===== src/core/pwm_shutdown_pkg.sv =====
// Constants and register map of the PWM auto-shutdown block
package pwm_shutdown_pkg;
  localparam int UNITS = 3;
  localparam int ADDR_W = 16;
  // Register indices as laid out; byte address is four times the index
  localparam logic [13:0] IDX_CTRL_UNIT1 = 14'h0FBE;
  localparam logic [13:0] IDX_CTRL_UNIT2 = 14'h0FB8;
  localparam logic [13:0] IDX_CTRL_UNIT3 = 14'h0F19;
  localparam logic [15:0] ADDR_CTRL_UNIT1 = {IDX_CTRL_UNIT1, 2'b00};
  localparam logic [15:0] ADDR_CTRL_UNIT2 = {IDX_CTRL_UNIT2, 2'b00};
  localparam logic [15:0] ADDR_CTRL_UNIT3 = {IDX_CTRL_UNIT3, 2'b00};
  // Additional registers
  localparam logic [15:0] ADDR_IRQ_STATUS = 16'h0000;
  localparam logic [15:0] ADDR_IRQ_MASK = 16'h0004;
  localparam logic [15:0] ADDR_RESTART_CTRL = 16'h0008;
  localparam logic [15:0] ADDR_PERIOD = 16'h000C;
  localparam logic [15:0] ADDR_DUTY_UNIT1 = 16'h0010;
  localparam logic [15:0] ADDR_DUTY_UNIT2 = 16'h0014;
  localparam logic [15:0] ADDR_DUTY_UNIT3 = 16'h0018;
  // Control register fields
  localparam int FLAG_BIT = 7;
  localparam int SRC_LSB = 4;
  localparam int AC_LSB = 2;
  localparam int BD_LSB = 0;
  localparam logic [7:0] CTRL_RESET = 8'h00;
  localparam logic [7:0] PERIOD_RESET = 8'hFF;
  localparam logic [7:0] DUTY_RESET = 8'h00;
  // Source select codes
  localparam logic [2:0] SRC_OFF = 3'h0;
  localparam logic [2:0] SRC_CMP1 = 3'h1;
  localparam logic [2:0] SRC_CMP2 = 3'h2;
  localparam logic [2:0] SRC_CMP_ANY = 3'h3;
  localparam logic [2:0] SRC_FLT = 3'h4;
  localparam logic [2:0] SRC_FLT_CMP1 = 3'h5;
  localparam logic [2:0] SRC_FLT_CMP2 = 3'h6;
  localparam logic [2:0] SRC_FLT_ANY = 3'h7;
  // Pair shutdown level codes
  localparam logic [1:0] LVL_LOW = 2'h0;
  localparam logic [1:0] LVL_HIGH = 2'h1;
  typedef enum logic [1:0] {BUS_WAIT = 2'b01, BUS_ACK = 2'b10} bus_state_t;
endpackage


===== src/core/pwm_period_gen.sv =====
// Free-running PWM period counter with one duty compare per unit
`timescale 1ns/1ns
module pwm_period_gen
  import pwm_shutdown_pkg::*;
(
  // Clock and reset
  input wire logic core_clk,
  input wire logic rst,
  // Settings
  input wire logic [7:0] period,
  input wire logic [UNITS-1:0][7:0] duty,
  // Outputs
  output logic period_start,
  output logic [UNITS-1:0] raw_a
);
  typedef struct packed {
    logic [7:0] count;
    logic start;
    logic [UNITS-1:0] a;
  } gen_state_t;

  gen_state_t cur;
  gen_state_t next_cur;

  always_comb
  begin
    next_cur = cur;
    next_cur.start = 1'b0;
    if (cur.count >= period)
    begin
      next_cur.count = 8'h00;
      next_cur.start = 1'b1;
    end
    else
    begin
      next_cur.count = cur.count + 8'h01;
    end
    for (int u = 0; u < UNITS; u++)
    begin
      next_cur.a[u] = next_cur.count < duty[u];
    end
  end

  always_ff @(posedge core_clk)
  begin
    if (rst)
    begin
      cur <= '0;
    end
    else
    begin
      cur <= next_cur;
    end
  end

  assign period_start = cur.start;
  assign raw_a = cur.a;
endmodule


===== src/core/shutdown_pin_ctrl.sv =====
// Source decode and pin override for one auto-shutdown unit
`timescale 1ns/1ns
module shutdown_pin_ctrl
  import pwm_shutdown_pkg::*;
(
  // Configuration
  input wire logic [2:0] source_select,
  input wire logic [1:0] pair_ac_shutdown_level,
  input wire logic [1:0] pair_bd_shutdown_level,
  // Fault sources
  input wire logic comparator1_result,
  input wire logic comparator2_result,
  input wire logic fault_input_pin,
  // State from the control logic
  input wire logic latched_shutdown,
  input wire logic raw_a,
  // Results
  output logic condition,
  output logic [3:0] pin_out,
  output logic [3:0] pin_oe
);
  logic fault_low;
  logic forced;

  assign fault_low = ~fault_input_pin;

  always_comb
  begin
    case (source_select)
      SRC_OFF: condition = 1'b0;
      SRC_CMP1: condition = comparator1_result;
      SRC_CMP2: condition = comparator2_result;
      SRC_CMP_ANY: condition = comparator1_result | comparator2_result;
      SRC_FLT: condition = fault_low;
      SRC_FLT_CMP1: condition = fault_low | comparator1_result;
      SRC_FLT_CMP2: condition = fault_low | comparator2_result;
      SRC_FLT_ANY: condition = fault_low | comparator1_result | comparator2_result;
      default: condition = 1'b0;
    endcase
  end

  // Live condition overrides pins without waiting for an edge
  assign forced = condition | latched_shutdown;

  // Pin order a, b, c, d; a/c share one level, b/d the other
  always_comb
  begin
    pin_out = {~raw_a, raw_a, ~raw_a, raw_a};
    pin_oe = 4'hF;
    if (forced)
    begin
      pin_out[0] = pair_ac_shutdown_level == LVL_HIGH;
      pin_out[2] = pair_ac_shutdown_level == LVL_HIGH;
      pin_oe[0] = ~pair_ac_shutdown_level[1];
      pin_oe[2] = ~pair_ac_shutdown_level[1];
      pin_out[1] = pair_bd_shutdown_level == LVL_HIGH;
      pin_out[3] = pair_bd_shutdown_level == LVL_HIGH;
      pin_oe[1] = ~pair_bd_shutdown_level[1];
      pin_oe[3] = ~pair_bd_shutdown_level[1];
    end
  end
endmodule


===== src/core/pwm_auto_shutdown.sv =====
// Three-unit PWM auto-shutdown block with Avalon-MM register slave
// Summary of operation
// - A shutdown event sets the unit's shutdown flag, which stays set until firmware or auto-restart clears it.
// - A shutdown event forces the enabled PWM pins to their shutdown states at once, without waiting for a clock.
// - Pins a/c and b/d form two pairs, each taking its shutdown level from its own two-bit field in bits 3:0.
// - Source select 000 is off, 001/010/011 pick comparator 1, 2 or either, 1xx adds a low fault pin to those.
// - The a/c level field gives 00 low, 01 high, and high impedance when its upper bit is set.
// - The b/d level field in bits 1:0 gives 00 low, 01 high, and high impedance when its upper bit is set.
// - Shutdown is set by the level of the selected source and latches, lasting until the flag clears and the next period starts.
// - Software writes to the shutdown flag are ignored while the shutdown condition is still active.
// - After the condition clears and the PWM restarts, output resumes only at the next period start.
// - The shutdown flag reads in bit 7, one from a shutdown event until the flag clears, and zero while the outputs run normally or wait for the next period start.
`timescale 1ns/1ns
module pwm_auto_shutdown
  import pwm_shutdown_pkg::*;
(
  // Clock and reset
  input wire logic core_clk,
  input wire logic rst,
  // Avalon-MM slave
  input wire logic [ADDR_W-1:0] avs_address,
  input wire logic avs_read,
  input wire logic avs_write,
  input wire logic [31:0] avs_writedata,
  input wire logic [3:0] avs_byteenable,
  output logic [31:0] avs_readdata,
  output logic avs_waitrequest,
  // Fault sources
  input wire logic comparator1_result,
  input wire logic comparator2_result,
  input wire logic fault_input_pin,
  // PWM pins, one bit per unit
  output logic [UNITS-1:0] pwm_out_a,
  output logic [UNITS-1:0] pwm_out_a_oe,
  output logic [UNITS-1:0] pwm_out_b,
  output logic [UNITS-1:0] pwm_out_b_oe,
  output logic [UNITS-1:0] pwm_out_c,
  output logic [UNITS-1:0] pwm_out_c_oe,
  output logic [UNITS-1:0] pwm_out_d,
  output logic [UNITS-1:0] pwm_out_d_oe,
  // Interrupt
  output logic irq
);
  typedef struct packed {
    bus_state_t bus;
    logic waitrequest;
    logic [31:0] readdata;
    logic [UNITS-1:0][6:0] ctrl;
    logic [UNITS-1:0] shutdown_event_flag;
    logic [UNITS-1:0] hold;
    logic [UNITS-1:0] irq_status;
    logic [UNITS-1:0] irq_mask;
    logic [UNITS-1:0] auto_restart;
    logic [7:0] period;
    logic [UNITS-1:0][7:0] duty;
    logic irq;
  } core_state_t;

  core_state_t cur;
  core_state_t next_cur;

  logic period_start;
  logic [UNITS-1:0] raw_a;
  logic [UNITS-1:0] condition;
  logic [UNITS-1:0][3:0] pin_out;
  logic [UNITS-1:0][3:0] pin_oe;
  logic [UNITS-1:0][7:0] duty_bus;

  // Decode of a unit's control register, shared by read and write paths
  function automatic logic is_ctrl(input logic [ADDR_W-1:0] addr, input int unit);
    logic hit;
    hit = 1'b0;
    if (unit == 0)
    begin
      hit = addr == ADDR_CTRL_UNIT1;
    end
    else if (unit == 1)
    begin
      hit = addr == ADDR_CTRL_UNIT2;
    end
    else if (unit == 2)
    begin
      hit = addr == ADDR_CTRL_UNIT3;
    end
    return hit;
  endfunction

  function automatic logic is_duty(input logic [ADDR_W-1:0] addr, input int unit);
    logic hit;
    hit = 1'b0;
    if (unit == 0)
    begin
      hit = addr == ADDR_DUTY_UNIT1;
    end
    else if (unit == 1)
    begin
      hit = addr == ADDR_DUTY_UNIT2;
    end
    else if (unit == 2)
    begin
      hit = addr == ADDR_DUTY_UNIT3;
    end
    return hit;
  endfunction

  assign duty_bus = cur.duty;

  pwm_period_gen u_period
  (
    .core_clk(core_clk),
    .rst(rst),
    .period(cur.period),
    .duty(duty_bus),
    .period_start(period_start),
    .raw_a(raw_a)
  );

  genvar g;
  generate
    for (g = 0; g < UNITS; g++)
    begin : gen_unit
      shutdown_pin_ctrl u_pins
      (
        .source_select(cur.ctrl[g][SRC_LSB+2:SRC_LSB]),
        .pair_ac_shutdown_level(cur.ctrl[g][AC_LSB+1:AC_LSB]),
        .pair_bd_shutdown_level(cur.ctrl[g][BD_LSB+1:BD_LSB]),
        .comparator1_result(comparator1_result),
        .comparator2_result(comparator2_result),
        .fault_input_pin(fault_input_pin),
        .latched_shutdown(cur.shutdown_event_flag[g] | cur.hold[g]),
        .raw_a(raw_a[g]),
        .condition(condition[g]),
        .pin_out(pin_out[g]),
        .pin_oe(pin_oe[g])
      );
      // Pins are combinational so a fault reaches them without a clock edge
      assign pwm_out_a[g] = pin_out[g][0];
      assign pwm_out_b[g] = pin_out[g][1];
      assign pwm_out_c[g] = pin_out[g][2];
      assign pwm_out_d[g] = pin_out[g][3];
      assign pwm_out_a_oe[g] = pin_oe[g][0];
      assign pwm_out_b_oe[g] = pin_oe[g][1];
      assign pwm_out_c_oe[g] = pin_oe[g][2];
      assign pwm_out_d_oe[g] = pin_oe[g][3];
    end
  endgenerate

  always_comb
  begin
    logic access;
    logic wr;
    logic [UNITS-1:0] set_evt;
    logic [UNITS-1:0] w1c;
    logic [31:0] rdata;
    access = 1'b0;
    wr = 1'b0;
    set_evt = '0;
    w1c = '0;
    rdata = 32'h0000_0000;
    next_cur = cur;

    // One wait cycle, then the access completes on the edge with waitrequest low
    access = (avs_read | avs_write) & ~cur.waitrequest;
    wr = access & avs_write & avs_byteenable[0];
    case (cur.bus)
      BUS_WAIT:
      begin
        next_cur.waitrequest = 1'b1;
        if (avs_read | avs_write)
        begin
          next_cur.bus = BUS_ACK;
          next_cur.waitrequest = 1'b0;
        end
      end
      BUS_ACK:
      begin
        next_cur.bus = BUS_WAIT;
        next_cur.waitrequest = 1'b1;
      end
      default:
      begin
        next_cur.bus = BUS_WAIT;
        next_cur.waitrequest = 1'b1;
      end
    endcase

    // Read data is prepared during the wait cycle
    for (int u = 0; u < UNITS; u++)
    begin
      if (is_ctrl(avs_address, u))
      begin
        rdata[7:0] = {cur.shutdown_event_flag[u], cur.ctrl[u]};
      end
      else if (is_duty(avs_address, u))
      begin
        rdata[7:0] = cur.duty[u];
      end
    end
    if (avs_address == ADDR_IRQ_STATUS)
    begin
      rdata[UNITS-1:0] = cur.irq_status;
    end
    else if (avs_address == ADDR_IRQ_MASK)
    begin
      rdata[UNITS-1:0] = cur.irq_mask;
    end
    else if (avs_address == ADDR_RESTART_CTRL)
    begin
      rdata[UNITS-1:0] = cur.auto_restart;
    end
    else if (avs_address == ADDR_PERIOD)
    begin
      rdata[7:0] = cur.period;
    end
    if (avs_read & cur.waitrequest)
    begin
      next_cur.readdata = rdata;
    end

    // Register writes
    for (int u = 0; u < UNITS; u++)
    begin
      if (wr && is_ctrl(avs_address, u))
      begin
        next_cur.ctrl[u] = avs_writedata[6:0];
        // Writing one forces a software shutdown; clearing needs a quiet source
        if (!condition[u])
        begin
          next_cur.shutdown_event_flag[u] = avs_writedata[FLAG_BIT];
        end
      end
      if (wr && is_duty(avs_address, u))
      begin
        next_cur.duty[u] = avs_writedata[7:0];
      end
    end
    if (wr && avs_address == ADDR_IRQ_MASK)
    begin
      next_cur.irq_mask = avs_writedata[UNITS-1:0];
    end
    if (wr && avs_address == ADDR_RESTART_CTRL)
    begin
      next_cur.auto_restart = avs_writedata[UNITS-1:0];
    end
    if (wr && avs_address == ADDR_PERIOD)
    begin
      next_cur.period = avs_writedata[7:0];
    end
    if (wr && avs_address == ADDR_IRQ_STATUS)
    begin
      w1c = avs_writedata[UNITS-1:0];
    end

    // Shutdown state per unit
    for (int u = 0; u < UNITS; u++)
    begin
      if (cur.auto_restart[u] && cur.shutdown_event_flag[u] && !condition[u])
      begin
        next_cur.shutdown_event_flag[u] = 1'b0;
      end
      if (condition[u])
      begin
        next_cur.shutdown_event_flag[u] = 1'b1;
        set_evt[u] = ~cur.shutdown_event_flag[u];
      end
      // Pins stay parked until a period boundary after the flag clears
      if (cur.shutdown_event_flag[u] || condition[u])
      begin
        next_cur.hold[u] = 1'b1;
      end
      else if (period_start)
      begin
        next_cur.hold[u] = 1'b0;
      end
    end

    // Sticky events, set beats a simultaneous clear
    next_cur.irq_status = (cur.irq_status & ~w1c) | set_evt;
    next_cur.irq = |(next_cur.irq_status & next_cur.irq_mask);
  end

  always_ff @(posedge core_clk)
  begin
    if (rst)
    begin
      cur.bus <= BUS_WAIT;
      cur.waitrequest <= 1'b1;
      cur.readdata <= 32'h0000_0000;
      cur.ctrl <= '0;
      cur.shutdown_event_flag <= '0;
      cur.hold <= '0;
      cur.irq_status <= '0;
      cur.irq_mask <= '0;
      cur.auto_restart <= '0;
      cur.period <= PERIOD_RESET;
      cur.duty <= {UNITS{DUTY_RESET}};
      cur.irq <= 1'b0;
    end
    else
    begin
      cur <= next_cur;
    end
  end

  assign avs_readdata = cur.readdata;
  assign avs_waitrequest = cur.waitrequest;
  assign irq = cur.irq;
endmodule


===== config.mk =====
export PLATFORM = sky130hd
export DESIGN_NAME = pwm_auto_shutdown
export DESIGN_NICKNAME = d
export VERILOG_FILES = /design/src/core/pwm_shutdown_pkg.sv /design/src/core/pwm_period_gen.sv /design/src/core/shutdown_pin_ctrl.sv /design/src/core/pwm_auto_shutdown.sv
export SDC_FILE = /design/constraint.sdc
export NUM_CORES = 1
export LEC_CHECK = 0
export BUFFER_PORTS_ARGS = -buffer_cell sky130_fd_sc_hd__buf_2
export CORE_MARGIN = 2
export CORE_UTILIZATION = 55
export DETAILED_ROUTE_END_ITERATION = 12
export PLACE_DENSITY = 0.86
export SYNTH_ARGS = -nofsm -noshare
export SYNTH_HDL_FRONTEND = slang
export SYNTH_SLANG_ARGS = --single-unit

===== constraint.sdc =====
create_clock -name core_clk -period 4.6 [get_ports core_clk]
set_clock_uncertainty 0.05 [all_clocks]
set_input_delay 0 -clock core_clk [delete_from_list [all_inputs] [get_ports core_clk]]
set_output_delay 0 -clock core_clk [all_outputs]
set_load 0.005 [all_outputs]

==> impl_results.md, run 1 <==
* Largest net degree at the start of global routing at 58
* Die Y at 103.0 um
* Power Dens Cells at 276.1 nW/um2
* Fill cell total of the finished layout at approximately 860
* Mean Syn Cell Area at around 8.3 um2
* Psw at about 430 uW
* Max FO, Critical Path at 16
* # DRC at 0
* Initial antenna violation count at 0
* Layout cell share with drive strength beyond 1 at 14.92%
* Resized Gates After CTS at 0
* First-pass GRT wire length at 23420 um
* Final period utilization at between 80% and 90%
* CTS tree: done
* Die Wd at 103.0 um
* Instance count of the mapped netlist at 651
* Number of top-level pins at 117
* Placer Congestion at about 0.94
* Clk_lat worst skew at 0.37 ns
* Warnings, synthesis at 0
* Data required time of the worst path at about 4.8 ns
* Via/cell ratio at 5.973
* Worst setup path class: reg2reg
* Total CTS buffers at 9
* Yosys reg bits at 92
* Startpoint type of the worst setup path: register
* Multi-input gate area at ~3000 um2
* Detailed Routing Iterations Pass 1 at 5
* Worst slew margin at between 30 and 40%
* Max cap viols at 0
* Hold WS at roughly 0.022 ns
* Core area at 9639 um2
* Die Area at ~11000 um2
* Via count at 4958
* EDFF count, synth at 0
* Vias in the first global route at 4710
* Final net count at 781
* Final hold viol count at 0
* Worst Tran Pin Value at around 1 ns
* Arrival time at the worst endpoint at 3.92 ns
* Cell internal pwr at 1191 uW
* Layout area overhead at 8.730%
* Post-synth ARST share at 0%
* Maximum vdd drop at 175.7 uV
* Final-report max-slew violation count at 0
* Grt total ovfl at 0
* Flop pwr share at between 50% and 60%
* Clock share of power at 38.3%
* FMAX at around 0.27 GHz
* GRT Overall Usage at around 29%
* Critical path endpoint category: register
* DRT Wirelength at 14800 um
* DP Wirelength at 11020 um
* Routed WL per cell at 17.83 um
* ANT cells at 0
* Synth Cell Area at 5389 um2
* Initial Util at 55.91%
* Worst hold path type: in2reg
* Sequential cell area at 1842 um2
* 1st-iter DRT viols at approximately 460
* Setup violators final at 0
* Root Driver: clkbuf_8
* Ys flop type: dfxtp_1
* Num rows at 36
* Worst-path clk slew at 0.09 ns
* Register area share after synthesis at 34.18%
* Clock Path Buffers at 2
* Port Buffers at 65
* Outcome: finished clean
* Antenna Nets Post-Route at 0
* Setup_tns at 0 ns
* Unrepaired setup endpoints after global routing: no
* Fin crit period at 3.681 ns
* Post-synth cell types at 75
* Htree depth at 3
* Leak Pwr at 0.002373 uW
* Combinational power share at 11.1%
* Sw frac at 26.38%
* Clk sinks at 92
## synthesized netlist by cell type, drive strengths merged, types with 4 or more instances
cell type / instances / area share [%]
dfxtp: 92 / 34
nand2: 83 / 6.0
buf: 56 / 7.5
nor2: 56 / 4.0
a21oi: 45 / 4.2
inv: 43 / 3.0
ha: 30 / 7.0
mux2i: 26 / 4.8
o21ai: 20 / 1.9
clkbuf: 16 / 1.1
nand3: 16 / 1.5
nor3: 15 / 2.0
a221oi: 14 / 2.4
nor2b: 12 / 1.4
nand4: 10 / 1.3
o211ai: 10 / 1.4
nand2b: 9 / 1.0
nand3b: 7 / 0.98
a21o: 6 / 0.84
nor4: 6 / 1.4
a22o: 5 / 0.81
a311o: 5 / 0.93
and3: 5 / 0.58
and2: 4 / 0.46
o22ai: 4 / 0.58
xor2: 4 / 0.65
## cell families after synthesis
group | Yosys count | synth area share, %
other | 1 | 0.06959
XOR/XNOR | 6 | 0.9751
flip-flops | 92 | 34.18
multiplexers | 26 | 4.829
buffers and inverters | 115 | 11.61
AND/OR/NAND/NOR | 242 | 23.78
adder cells (fa/ha/maj) | 30 | 6.965
AO/OA/AOI/OAI | 139 | 17.60
## layer usage
metal	wire, um	GRT usage (%)	up-vias
li1	-	-	2310
met1	6164	37.15	2332
met2	6767	46.90	272
met3	1317	4.271	44
met4	550	13.97	0
met5	0	0	-
## state kept, by name, indices dropped and copies added, names as in the netlist
signal and cells:
avs_readdata 8, avs_waitrequest 1, u_period.cur 8, u_period.raw_a 3, irq 1, cur 70, u_period.period_start 1
## final timing paths
path                            cells after the start                       start  slack (ns)                            to
worst max-delay path                               14  u_period.cur[4]$_SDFF_PP0_        0.92  u_period.raw_a[0]$_SDFF_PP0_
worst min register to register                      1       cur[102]$_SDFFE_PP1N_        0.41    avs_waitrequest$_SDFF_PP1_
worst max register to register                     14  u_period.cur[4]$_SDFF_PP0_        0.92  u_period.raw_a[0]$_SDFF_PP0_
worst min-delay path                                2                         rst        0.02          cur[48]$_SDFFE_PP0P_
## through the flow
stage | instances | setup WS (ns) | cell area (um2) | power (uW) | utilization (%)
floorplan | 674 | 0.9055 | 5475 | 959.4 | -
global placement | 802 | 1.078 | 5518 | 997.1 | 57.24
detailed placement | 802 | 1.006 | 5518 | 1003 | 57.24
CTS | 830 | 0.9745 | 5859 | 1611 | 60.79
global route | 830 | 0.7389 | 5859 | 1665 | 60.79
finish | 830 | 0.9192 | 5859 | 1617 | 60.79
## layout make-up
| cell class | instances | share of cell area (%) |
|---|---|---|
| timing repair buffer | 79 | 7.858 |
| tap | 133 | 2.840 |
| clock inverter | 6 | 1.602 |
| sequential | 92 | 31.43 |
| clock buffer | 10 | 2.178 |
| inverter | 43 | 2.755 |
| multi-input combinational | 467 | 51.33 |
## power by group through the flow
stage	registers [uW]	clock network, uW	logic [uW]
after floorplan	833	0	127
after global placement	836	0	161
after detailed placement	837	0	167
after CTS	818	617	176
after global routing	819	648	197
final	818	620	180
## layout by cell type, fill, tap and decap left out, types with 16 or more instances in the layout
master,netlist,layout
dfxtp_1,92,92
nand2_1,81,81
buf_2,5,65
nor2_1,54,54
a21oi_1,45,45
inv_1,43,43
ha_1,30,30
mux2i_1,26,26
conb_1,1,24
o21ai_0,19,19
nand3_1,16,16
## what timing repair did
action | 4_1_cts | 5_1_grt
buffers inserted | 0 | 0
hold buffers | 12 | 0
hold endpoints to repair | 48 | 0
## worst max-delay path, cell delays in order, from the launching register on
cell and delay (ns):
dfxtp_1 0.47, inv_1 0.12, ha_1 0.28, nand2b_1 0.14, a21o_1 0.17, a21oi_1 0.14
nor2b_1 0.09, a2bb2oi_1 0.15, buf_4 0.21, nor2_1 0.29, ha_1 0.31, a21o_1 0.16
a211o_1 0.29, or4b_2 0.60, o22ai_1 0.14
Power figures use the tool's default switching activity.
==> inputs of run 2 (changes only) <==
--- a/config.mk
+++ b/config.mk
@@ -5,11 +5,12 @@
 export SDC_FILE = /design/constraint.sdc
 export NUM_CORES = 1
 export LEC_CHECK = 0
+export ABC_AREA = 1
 export BUFFER_PORTS_ARGS = -buffer_cell sky130_fd_sc_hd__buf_2
 export CORE_MARGIN = 2
-export CORE_UTILIZATION = 55
+export CORE_UTILIZATION = 50
 export DETAILED_ROUTE_END_ITERATION = 12
-export PLACE_DENSITY = 0.86
+export PLACE_DENSITY = 0.82
 export SYNTH_ARGS = -nofsm -noshare
 export SYNTH_HDL_FRONTEND = slang
 export SYNTH_SLANG_ARGS = --single-unit
==> constraint.sdc (replaced) <==
create_clock -name core_clk -period 3 [get_ports core_clk]
set_clock_uncertainty 0.05 [all_clocks]
set_input_delay 0 -clock core_clk [delete_from_list [all_inputs] [get_ports core_clk]]
set_output_delay 0 -clock core_clk [all_outputs]
set_load 0.005 [all_outputs]
==> impl_results.md, run 2 <==
* Clk_lat worst skew at 0.38 ns
* Largest register by flop count: cur
* Worst-path clk slew at 0.10 ns
* Worst slack, placed at 0.3386 ns
* EDFF count, synth at 0
* Most frequent cells in the layout: 140 x nand2_1, 113 x inv_1, 92 x dfxtp_1
* Htree depth at 3
* Placer Congestion at 0.9475
* Most common cell in the netlist: nand2_1
* Psw at 624.4 uW
* Unrepaired setup endpoints after global routing: no
* Worst setup path class: reg2reg
* Combinational power share at 10.3%
* Setup_tns at 0 ns
* Max cap viols at 0
* Ys flop type: dfxtp_1
* Clock share of power at 36.1%
* FMAX at 0.3753 GHz
* Area share of the largest cell type after synthesis at between 30% and 40%
* Fin crit period at roughly 2.7 ns
* Die Y at 107.9 um
* Layout cell share with drive strength beyond 1 at 14.87%
* Top post-synthesis cells by area: dfxtp_1 34%, nand2_1 9.7%, inv_1 7.9%
* Max FO, Critical Path at 10
* Leak Pwr at 0.002672 uW
* Register area share after synthesis at around a third
* GRT Overall Usage at 24.50%
* List of most frequent post-synthesis cells: 140 x nand2_1, 114 x inv_1, 92 x dfxtp_1
* Mean Syn Cell Area at 6.949 um2
* Core area at around 10000 um2
* # DRC at 0
* Final hold viol count at 0
* Startpoint type of the worst setup path: register
* Post-synth cell types at 38
* Total CTS buffers at 9
* CTS tree: done
* Reg2Reg Launch Point: cur[26]$_SDFFE_PP1P_
* Post-synth ARST share at 0%
* Maximum vdd drop at around 280 uV
* Yosys reg bits at 92
* Worst R2R End: u_period.raw_a[2]$_SDFF_PP0_
* Layout area overhead at 9.490%
* Max FFs per register at 70
* Arrival time at the worst endpoint at around 3 ns
* Vias in the first global route at 4518
* Number of top-level pins at 117
* Clk sinks at 92
* Root Driver: clkbuf_8
* Final-report max-slew violation count at 0
* Initial antenna violation count at 0
* Die Wd at 107.9 um
* Detailed Routing Iterations Pass 1 at 5
* Antenna Nets Post-Route at 0
* Worst slew margin at between 50% and 60%
* DRT Wirelength at between 10000 and 15000 um
* Setup violators final at 0
* R2r worst-path depth at 12
* Port Buffers at 65
* PnR worst setup slack at 0.3356 ns
* Total power at 2326 uW
* Data required time of the worst path at 3.26 ns
* Post-CTS setup buffers at 0
* Synth Cell Area at 5393 um2
* First-pass GRT wire length at between 20000 and 25000 um
* Critical path endpoint category: register
* Hold WS at 0.06150 ns
* Sw frac at 26.85%
* Worst hold path cell count at 4
* Grt total ovfl at 0
* Worst hold path type: in2reg
* Flop pwr share at around 54%
* Cell internal pwr at 1701 uW
* Die Area at 11630 um2
* Final period utilization at 88.81%
* Worst R2R Setup Slack at 0.34 ns
* ANT cells at 0
* Commonest non-fill, non-tap cell in the layout: nand2_1
* Routed WL per cell at around 14 um
* Via count at 5069
* Worst Tran Pin Value at roughly 0.7 ns
* Hold endpoint: cur[47]$_SDFFE_PP0P_
* Power Dens Cells at 393.9 nW/um2
* Min-Delay Startpoint: comparator2_result
* Via/cell ratio at 5.226
* Initial Util at 51.77%
* Instance count of the mapped netlist at between 700 and 800
* Final net count at 918
* Largest net degree at the start of global routing at 57
* Top cell type by total area after synthesis: dfxtp_1
* Num rows at 37
* Clock Path Buffers at 2
* Warnings, synthesis at 0
* 1st-iter DRT viols at 376
* Outcome: finished clean
* DP Wirelength at 10520 um
[run 2: changes by cell type in the layout (fill, tap and decap cells not counted), sizes merged, moves of 7 or more]
cell / change
inv: +79
nand2: +62
o21ai: +58
a21oi: +37
mux2i: -26
nor2: +19
a221oi: -14
nand3: +12
nor2b: -12
nand2b: -9
nand3b: -7
[run 2: per-stage QoR]
stage	cells	util, %	area, um2
4_1_cts	970	56.68	5904
3_3_place_gp	943	53.74	5598
6_report	970	56.68	5904
3_5_place_dp	943	53.74	5598
2_1_floorplan	799	-	5479
5_1_grt	970	56.68	5904
[run 2: layout make-up]
type	count	area, um2
Fill cell	1017	4512
Tap cell	136	170.2
Inverter	126	473.0
Sequential cell	92	1842
Clock inverter	4	31.28
Multi-Input combinational cell	519	2750
Timing Repair Buffer	81	473.0
Clock buffer	12	165.2
[run 2: power groups by stage]
| stage | Sequential, uW | Clock [uW] | Combinational [uW] |
|---|---|---|---|
| 4_1_cts | 1250 | 847 | 239 |
| 6_report | 1250 | 839 | 240 |
| 3_5_place_dp | 1270 | 0 | 226 |
| 2_1_floorplan | 1270 | 0 | 169 |
| 5_1_grt | 1250 | 885 | 271 |
| 3_3_place_gp | 1270 | 0 | 221 |
[run 2: cell families after synthesis]
family,share of synthesized area (%)
AND/OR/NAND/NOR,23.99
other,0.06954
XOR/XNOR,0.3249
buffers and inverters,16.45
AO/OA/AOI/OAI,18.05
flip-flops,34.15
adder cells (fa/ha/maj),6.961
[run 2: critical path: stages (launching register included)]
cell and delay (ns):
dfxtp_1 0.39, inv_1 0.07, ha_1 0.31, a21oi_1 0.14, o21ai_0 0.08, nand2_1 0.08
nand3_1 0.19, buf_4 0.24, nor3_1 0.43, ha_1 0.34, nand2_1 0.05, o21ai_0 0.08
a21oi_1 0.15
[run 2: metal layers]
metal | track usage [%] | wire, um
met5 | 0 | 0
met4 | 9.890 | 419
met1 | 30.56 | 5693
met3 | 5.266 | 1062
met2 | 40.97 | 6622
[run 2: how the worst max path moves through the flow]
stage,start,endpoint,slack (ns),cells past startpoint
after floorplan,cur[32]$_SDFFE_PP1P_,u_period.raw_a[2]$_SDFF_PP0_,0.72,11
after global placement,cur[28]$_SDFFE_PP1P_,u_period.raw_a[0]$_SDFF_PP0_,0.46,12
after detailed placement,cur[26]$_SDFFE_PP1P_,u_period.raw_a[0]$_SDFF_PP0_,0.34,12
after CTS,cur[26]$_SDFFE_PP1P_,u_period.raw_a[0]$_SDFF_PP0_,0.29,12
after global routing,cur[28]$_SDFFE_PP1P_,u_period.raw_a[2]$_SDFF_PP0_,0.008,12
final,cur[26]$_SDFFE_PP1P_,u_period.raw_a[2]$_SDFF_PP0_,0.34,12
[run 2: what timing repair did]
action                    CTS  global route
hold endpoints to repair   37             0
gates resized for setup     0             0
hold buffers               11             0
